### src/pkg/shpmc_defs.vh
`ifndef SHPMC_DEFS_VH
`define SHPMC_DEFS_VH

// register offsets (4-bit index)
`define SHPMC_ADDR_W          4
`define SHPMC_REG_MODE        4'h0
`define SHPMC_REG_PERIPH_EN   4'h1
`define SHPMC_REG_KEEP_EN     4'h2
`define SHPMC_REG_RESET_FLAGS 4'h3
`define SHPMC_REG_CMD         4'h4

// keep-alive enable fields
`define SHPMC_KEEP_WDOSC      0
`define SHPMC_KEEP_WDT        1
`define SHPMC_KEEP_AMP        2
`define SHPMC_KEEP_WDT_RESET  3

// reset cause flag fields
`define SHPMC_FLAG_WDT        0
`define SHPMC_FLAG_STOP       1

// command register bits
`define SHPMC_CMD_CLR_FLAGS   0

// reset values
`define SHPMC_PERIPH_EN_RST   8'hFF
`define SHPMC_KEEP_EN_RST     8'h03

// power modes
`define SHPMC_MODE_ACTIVE     2'h0
`define SHPMC_MODE_HALT       2'h1
`define SHPMC_MODE_STOP       2'h2
`define SHPMC_MODE_WAKE       2'h3

// oscillator restart settle time before core resumes
`define SHPMC_OSC_SETTLE_NS   64
`define SHPMC_CLK_PERIOD_NS   4
`define SHPMC_OSC_SETTLE_CYC  ((`SHPMC_OSC_SETTLE_NS + \
                                `SHPMC_CLK_PERIOD_NS - 1) / \
                               `SHPMC_CLK_PERIOD_NS)

`endif

### src/hw/shpmc_wake_timer.v
`include "shpmc_defs.vh"

// counts oscillator settle cycles after a wake request
module shpmc_wake_timer #(
    parameter CYCLES = `SHPMC_OSC_SETTLE_CYC,
    parameter CNT_W  = 8
) (
    input  wire clk,
    input  wire resetn,
    input  wire start,
    output reg  done_ff
);

    reg [CNT_W-1:0] cnt_ff;
    reg             run_ff;

    always @(posedge clk or negedge resetn) begin
        if (!resetn) begin
            cnt_ff  <= {CNT_W{1'b0}};
            run_ff  <= 1'b0;
            done_ff <= 1'b0;
        end else begin
            done_ff <= 1'b0;
            if (start) begin
                cnt_ff <= {CNT_W{1'b0}};
                run_ff <= 1'b1;
            end else if (run_ff) begin
                if (cnt_ff == CYCLES[CNT_W-1:0] - 1'b1) begin
                    run_ff  <= 1'b0;
                    done_ff <= 1'b1;
                end else begin
                    cnt_ff <= cnt_ff + 1'b1;
                end
            end
        end
    end

endmodule

### src/hw/shpmc_power_ctrl.v
// What this block does
// - stop instruction enters STOP; all off but brownout, amp, watchdog
// - brownout, amplifier and watchdog can each be disabled too
// - STOP halts crystal and precision oscillators; crystal pins to GPIO
// - STOP halts the system clock
// - STOP freezes the program counter
// - watchdog RC oscillator runs in STOP when its enable is set
// - enabled watchdog logic keeps counting in STOP only while the watchdog RC oscillator enable is also set
// - brownout runs in STOP only when its option bit allows
// - amplifier runs in STOP only if its enable allows
// - all other peripherals idle during STOP
// - HALT powers down only the core
// - Active is neither STOP nor HALT; peripherals individually disabled
// - STOP is left only through stop mode recovery
// - watchdog reset timeout in STOP: recovery, watchdog and stop flags
//
// Chosen here: the plain strobed port and the placing of the registers.
`include "shpmc_defs.vh"

module shpmc_power_ctrl #(
    parameter NUM_PERIPH = 8
) (
    input  wire                     clk,
    input  wire                     resetn,
    input  wire [`SHPMC_ADDR_W-1:0] regAddr,
    input  wire [7:0]               regWrData,
    input  wire                     regWr,
    input  wire                     regRd,
    output reg  [7:0]               regRdData_ff,
    input  wire                     stopInstr,
    input  wire                     haltInstr,
    input  wire                     wakeEvent,
    input  wire                     wdtTimeout,
    input  wire                     brownoutStopOpt,
    input  wire                     crystalPinsEn,
    output reg  [1:0]               powerMode_ff,
    output reg                      primaryOscEn_ff,
    output reg                      precisionOscEn_ff,
    output reg                      crystalPinsOwn_ff,
    output reg                      sysClkEn_ff,
    output reg                      coreRun_ff,
    output reg                      pcAdvanceEn_ff,
    output reg                      wdtOscEn_ff,
    output reg                      wdtLogicEn_ff,
    output reg                      brownoutEn_ff,
    output reg                      ampEn_ff,
    output reg  [NUM_PERIPH-1:0]    periphEn_ff,
    output reg  [1:0]               reset_cause_flags_ff
);

    // ------------------------------------------------------------
    // mode encodings
    // ------------------------------------------------------------
    localparam [1:0] ST_ACTIVE = `SHPMC_MODE_ACTIVE;
    localparam [1:0] ST_HALT   = `SHPMC_MODE_HALT;
    localparam [1:0] ST_STOP   = `SHPMC_MODE_STOP;
    localparam [1:0] ST_WAKE   = `SHPMC_MODE_WAKE;

    // ------------------------------------------------------------
    // state and software registers
    // ------------------------------------------------------------
    reg [1:0]            mode_ff;
    reg [1:0]            nxt_mode;
    reg [7:0]            periphCfg_ff;
    reg [7:0]            keepCfg_ff;
    reg                  wakeStart;
    wire                 wakeDone;

    wire inStop    = (mode_ff == ST_STOP);
    wire wdtLive   = keepCfg_ff[`SHPMC_KEEP_WDT];
    wire wdtRstCfg = keepCfg_ff[`SHPMC_KEEP_WDT_RESET];
    wire wdtWake   = inStop && wdtLive && wdtRstCfg && wdtTimeout;

    // ------------------------------------------------------------
    // oscillator settle timer
    // ------------------------------------------------------------
    shpmc_wake_timer #(
        .CYCLES (`SHPMC_OSC_SETTLE_CYC),
        .CNT_W  (8)
    ) u_wake_timer (
        .clk     (clk),
        .resetn  (resetn),
        .start   (wakeStart),
        .done_ff (wakeDone)
    );

    // ------------------------------------------------------------
    // mode state machine
    // ------------------------------------------------------------
    always @* begin
        nxt_mode  = mode_ff;
        wakeStart = 1'b0;
        case (mode_ff)
            ST_ACTIVE: begin
                if (stopInstr) begin
                    nxt_mode = ST_STOP;
                end else if (haltInstr) begin
                    nxt_mode = ST_HALT;
                end
            end
            ST_HALT: begin
                if (wakeEvent) begin
                    nxt_mode = ST_ACTIVE;
                end
            end
            ST_STOP: begin
                if (wakeEvent || wdtWake) begin
                    nxt_mode  = ST_WAKE;
                    wakeStart = 1'b1;
                end
            end
            ST_WAKE: begin
                if (wakeDone) begin
                    nxt_mode = ST_ACTIVE;
                end
            end
            default: begin
                nxt_mode = ST_ACTIVE;
            end
        endcase
    end

    always @(posedge clk or negedge resetn) begin
        if (!resetn) begin
            mode_ff <= ST_ACTIVE;
        end else begin
            mode_ff <= nxt_mode;
        end
    end

    // ------------------------------------------------------------
    // register writes
    // ------------------------------------------------------------
    always @(posedge clk or negedge resetn) begin
        if (!resetn) begin
            periphCfg_ff <= `SHPMC_PERIPH_EN_RST;
            keepCfg_ff   <= `SHPMC_KEEP_EN_RST;
        end else if (regWr) begin
            if (regAddr == `SHPMC_REG_PERIPH_EN) begin
                periphCfg_ff <= regWrData;
            end
            if (regAddr == `SHPMC_REG_KEEP_EN) begin
                keepCfg_ff <= regWrData;
            end
        end
    end

    always @(posedge clk or negedge resetn) begin
        if (!resetn) begin
            reset_cause_flags_ff <= 2'h0;
        end else if (wdtWake) begin
            reset_cause_flags_ff <= 2'h3;
        end else if (regWr && regAddr == `SHPMC_REG_CMD &&
                     regWrData[`SHPMC_CMD_CLR_FLAGS]) begin
            reset_cause_flags_ff <= 2'h0;
        end
    end

    // ------------------------------------------------------------
    // register reads
    // ------------------------------------------------------------
    always @(posedge clk or negedge resetn) begin
        if (!resetn) begin
            regRdData_ff <= 8'h00;
        end else if (regRd) begin
            case (regAddr)
                `SHPMC_REG_MODE:        regRdData_ff <= {6'h00, mode_ff};
                `SHPMC_REG_PERIPH_EN:   regRdData_ff <= periphCfg_ff;
                `SHPMC_REG_KEEP_EN:     regRdData_ff <= keepCfg_ff;
                `SHPMC_REG_RESET_FLAGS: begin
                    regRdData_ff <= {6'h00, reset_cause_flags_ff};
                end
                default:                regRdData_ff <= 8'h00;
            endcase
        end else begin
            regRdData_ff <= 8'h00;
        end
    end

    // ------------------------------------------------------------
    // power enables, driven from next mode; watchdog and amplifier enables from keep-alive bits only
    // ------------------------------------------------------------
    wire nxtStop   = (nxt_mode == ST_STOP);
    wire nxtActive = (nxt_mode == ST_ACTIVE);
    wire nxtClocks = !nxtStop;

    reg  nxt_primaryOscEn;
    reg  nxt_precisionOscEn;
    reg  nxt_crystalPinsOwn;
    reg  nxt_sysClkEn;
    reg  nxt_coreRun;
    reg  nxt_pcAdvanceEn;
    reg  nxt_wdtOscEn;
    reg  nxt_wdtLogicEn;
    reg  nxt_brownoutEn;
    reg  nxt_ampEn;

    always @* begin
        // oscillators off, pins back to gpio
        nxt_primaryOscEn   = nxtClocks;
        nxt_precisionOscEn = nxtClocks;
        nxt_crystalPinsOwn = nxtClocks && crystalPinsEn;
        nxt_sysClkEn       = nxtClocks;
        nxt_coreRun        = nxtActive;
        nxt_pcAdvanceEn    = nxtActive;
        nxt_wdtOscEn       = keepCfg_ff[`SHPMC_KEEP_WDOSC];
        nxt_wdtLogicEn     = wdtLive && keepCfg_ff[`SHPMC_KEEP_WDOSC];
        nxt_brownoutEn     = nxtClocks || brownoutStopOpt;
        nxt_ampEn          = keepCfg_ff[`SHPMC_KEEP_AMP];
    end

    // ------------------------------------------------------------
    // mode, oscillator and clock outputs
    // ------------------------------------------------------------
    always @(posedge clk or negedge resetn) begin
        if (!resetn) begin
            powerMode_ff      <= ST_ACTIVE;
            primaryOscEn_ff   <= 1'b1;
            precisionOscEn_ff <= 1'b1;
            crystalPinsOwn_ff <= 1'b0;
            sysClkEn_ff       <= 1'b1;
        end else begin
            powerMode_ff      <= nxt_mode;
            primaryOscEn_ff   <= nxt_primaryOscEn;
            precisionOscEn_ff <= nxt_precisionOscEn;
            crystalPinsOwn_ff <= nxt_crystalPinsOwn;
            sysClkEn_ff       <= nxt_sysClkEn;
        end
    end

    // ------------------------------------------------------------
    // core outputs
    // ------------------------------------------------------------
    always @(posedge clk or negedge resetn) begin
        if (!resetn) begin
            coreRun_ff     <= 1'b1;
            pcAdvanceEn_ff <= 1'b1;
        end else begin
            coreRun_ff     <= nxt_coreRun;
            pcAdvanceEn_ff <= nxt_pcAdvanceEn;
        end
    end

    // ------------------------------------------------------------
    // keep-alive outputs
    // ------------------------------------------------------------
    always @(posedge clk or negedge resetn) begin
        if (!resetn) begin
            wdtOscEn_ff   <= 1'b0;
            wdtLogicEn_ff <= 1'b0;
            brownoutEn_ff <= 1'b1;
            ampEn_ff      <= 1'b0;
        end else begin
            wdtOscEn_ff   <= nxt_wdtOscEn;
            wdtLogicEn_ff <= nxt_wdtLogicEn;
            brownoutEn_ff <= nxt_brownoutEn;
            ampEn_ff      <= nxt_ampEn;
        end
    end

    // ------------------------------------------------------------
    // peripheral enables, one flip-flop per block
    // ------------------------------------------------------------
    genvar gi;
    generate
        for (gi = 0; gi < NUM_PERIPH; gi = gi + 1) begin : g_periph
            // idle in stop, gated in active/halt
            always @(posedge clk or negedge resetn) begin
                if (!resetn) begin
                    periphEn_ff[gi] <= 1'b0;
                end else begin
                    periphEn_ff[gi] <= nxtClocks && periphCfg_ff[gi];
                end
            end
        end
    endgenerate

endmodule

### config.mk
export PLATFORM = sky130hd
export DESIGN_NAME = shpmc_power_ctrl
export DESIGN_NICKNAME = d
export VERILOG_FILES = /design/src/hw/shpmc_wake_timer.v /design/src/hw/shpmc_power_ctrl.v
export VERILOG_INCLUDE_DIRS = /design/src /design/src/pkg
export SDC_FILE = /design/constraint.sdc
export NUM_CORES = 1
export LEC_CHECK = 0
export BUFFER_PORTS_ARGS = -buffer_cell sky130_fd_sc_hd__buf_4
export CORE_MARGIN = 1
export CORE_UTILIZATION = 55
export CTS_BUF_LIST = sky130_fd_sc_hd__clkbuf_16
export DETAILED_ROUTE_END_ITERATION = 8
export HOLD_SLACK_MARGIN = 0.08
export PLACE_DENSITY = 0.9
export SYNTH_ARGS = -nofsm -noshare
export SYNTH_HDL_FRONTEND = slang
export SYNTH_SLANG_ARGS = --single-unit
### constraint.sdc
create_clock -name clk -period 4.3 [get_ports clk]
set_input_delay 0.86 -clock clk [delete_from_list [all_inputs] [get_ports clk]]
set_output_delay 0.86 -clock clk [all_outputs]
set_load 0.05 [all_outputs]
==> results.ini <==
[worst_setup_path]
cpMaxStageDelayCell=dfrtp_1
ff2ff_setup_slack_ns=2.49
crit_arrival_ns=1.05
critPathLaunch=powerMode_ff[0]
setup.worst_path.end=powerMode_ff[0]
critical_path_peak_fanout=6
critPathCaptureType=output port
cpLargestDelayFamily=flip-flops
cp_data_required_time_ns=3.44
cp-start-kind=register
path_class=reg2out
reg2reg_depth=3
path_buf_inv=1
crit_chain=buf_4
max_stage_delay_ns=0.50
path_depth=1
r2r-start=powerMode_ff[1]
timing.rr.end=periphEn_ff[5]

[floorplanning]
die-width_um=65.0
row_count=22
start_util=0.583
die_h_um=65.0
coreArea_um2=3740
die_area_um2=4230
ios=52

[timing]
relSlewSlack=0.316
hold_viol=0
worstMarginPinSlew_ns=1.02
fmax_mhz=523
period_share=0.445
setup_viol=0
finClkSkew_ns=0.00365
slew_viol_final=0
tns_ns=0
rsz0062_at_grt=no
hold_slack_ns=0.423
period_needed_ns=1.91
fin_ws_ns=2.39

[placed_design]
dp_slack_ns=2.11
numPortBuffers=51
hpwl_um=3180
gp_congestion=0.872
post-place-cells=262

[power]
vdd.ir_drop.worst_v=0.000474
power_density_nw_per_um2=705
leakage_nw=1.23

[detailed_routing]
drt_iter0_drc=119
post-route-drc-count=0
antenna_left=0
wirelength_um=4770
first_pass_iters=5
wl_per_cell_um=17.7
vias=1608
avgViaCountPerCell=5.96

[grt]
grt_util_met3=0.0757
grt_antenna_before_repair=0
grt_usage=0.266
grt_pass1_vias=1619
grt_max_degree=53
grtUsageMet1=0.338
grt_overflow=0
grt_pass1_wl_um=8000
busiest_layer=met2
use_met2=0.424

[layout]
num_antenna_cells=0
instances_no_fill=270
post-route-util=0.730
fin_nets=244
area_growth_syn_to_layout_pct=25.2
drive_above_1_share=0.450

[clocking]
clock_sinks=52
clk_path_buf_depth=2
cts_tree=yes
cts-root-buf=clkbuf_16
ctsResizeCount=0
clkLatencyLatePin_ns=0.29
cts_made_buffers=5
post-cts-setup-buffers=0
cts.clk_slew.worst_paths_ns=0.06
h-tree-depth=2
ctsHoldBuffers=0

[yosys]
seq_area_frac_synth=0.603
ys_types=34
ys_seq_elements=52
synth.area.top_cells=dfrtp_1, dfstp_2, mux2_2
synth_area_leader_cell=dfrtp_1
syn_inst=172
synth_top_area_frac=0.447
syn_area_um2=2180
syn_nets=195
synth_warnings=0
syn-mean-instance-area_um2=12.7

[status]
outcome=complete, no violations

[hold_path]
hold_class=reg2reg

[run]
maxCapViolCount=0

[cell type report]
class	count	area (µm²)
flip-flops and latches	52	1320
fillers	276	1010
multi-input cells	110	801
repair buffers	51	383
clock buffers	5	125
well taps	48	60.1
clock inverters	3	42.5
inverters	1	3.75
[worst min-delay path by stage]
| stage | cells past startpoint | slack, ns | to | start |
|---|---|---|---|---|
| floorplan | 0 | 0.37 | ampEn_ff | keepCfg_ff[2] |
| global route | 0 | 0.44 | ampEn_ff | keepCfg_ff[2] |
| CTS | 0 | 0.42 | ampEn_ff | keepCfg_ff[2] |
| global placement | 0 | 0.39 | ampEn_ff | keepCfg_ff[2] |
| detailed placement | 0 | 0.40 | ampEn_ff | keepCfg_ff[2] |
| finish | 0 | 0.42 | ampEn_ff | keepCfg_ff[2] |
[Yosys cell counts, drive strengths merged]
master   n
a21oi    9
a31oi    1
ha       1
nand2b   4
and2     1
nor2b    3
nor3     5
nand3    4
nand4    3
mux2    20
nand4b   2
or4      1
nand3b   1
buf      9
inv      1
dfstp   13
a21boi   9
o31ai    1
nand2    6
mux4     1
and3     1
or3      4
nor4     3
dfrtp   39
a211oi   1
a22oi    8
nor2    13
o211a    1
o21ai    7
[cells by family (layout without fill, tap and decap cells)]
kind of cell | Yosys count | in the layout | share of synthesized area
DFF | 52 | 52 | 0.603
and+or+nand+nor | 51 | 51 | 0.128
AOI/OAI and AO/OA | 37 | 37 | 0.120
muxes | 21 | 21 | 0.113
buffers and inverters | 10 | 60 | 0.0298
adders and majority gates | 1 | 1 | 0.00573
[state kept, by name, summed over array words and instances, names as in the netlist]
signal and count:
ampEn_ff 1, keepCfg_ff 8, periphEn_ff 8, u_wake_timer.done_ff 1, periphCfg_ff 8, pcAdvanceEn_ff 1
wdtOscEn_ff 1, regRdData_ff 8, reset_cause_flags_ff 1, wdtLogicEn_ff 1, powerMode_ff 2, u_wake_timer.cnt_ff 8
brownoutEn_ff 1, u_wake_timer.run_ff 1, crystalPinsOwn_ff 1, sysClkEn_ff 1
[report_power, final]
group / internal (mW) / total, mW / switching, mW
Combinational: 0.241 / 0.715 / 0.474
Sequential: 0.643 / 0.768 / 0.125
Clock: 0.273 / 0.444 / 0.171
Total: 1.16 / 1.93 / 0.770
[layout by cell type, fill, tap and decap left out, drive strengths merged, types with 2 or more instances in the layout]
cell type and n:
buf 51, dfrtp 39, mux2 20, nor2 13
dfstp 13, a21oi 9, a21boi 9, a22oi 8
o21ai 7, nand2 6, nor3 5, clkbuf 5
nand2b 4, or3 4, nand3 4, nor2b 3
nand4 3, nor4 3, nand4b 2, clkinv 2
[per-layer routing]
metal  wire length, µm  part of all wire
met3               254             0.053
met2              2500              0.52
met4               101             0.021
met1              1920              0.40
met5                 0                 0
[through the flow]
stage | cell area (µm²) | total power [mW]
floorplan | 2180 | 1.27
global placement | 2560 | 1.44
detailed placement | 2560 | 1.47
CTS | 2730 | 1.93
global route | 2730 | 2.03
finish | 2730 | 1.93
Power figures use the tool's default switching activity.
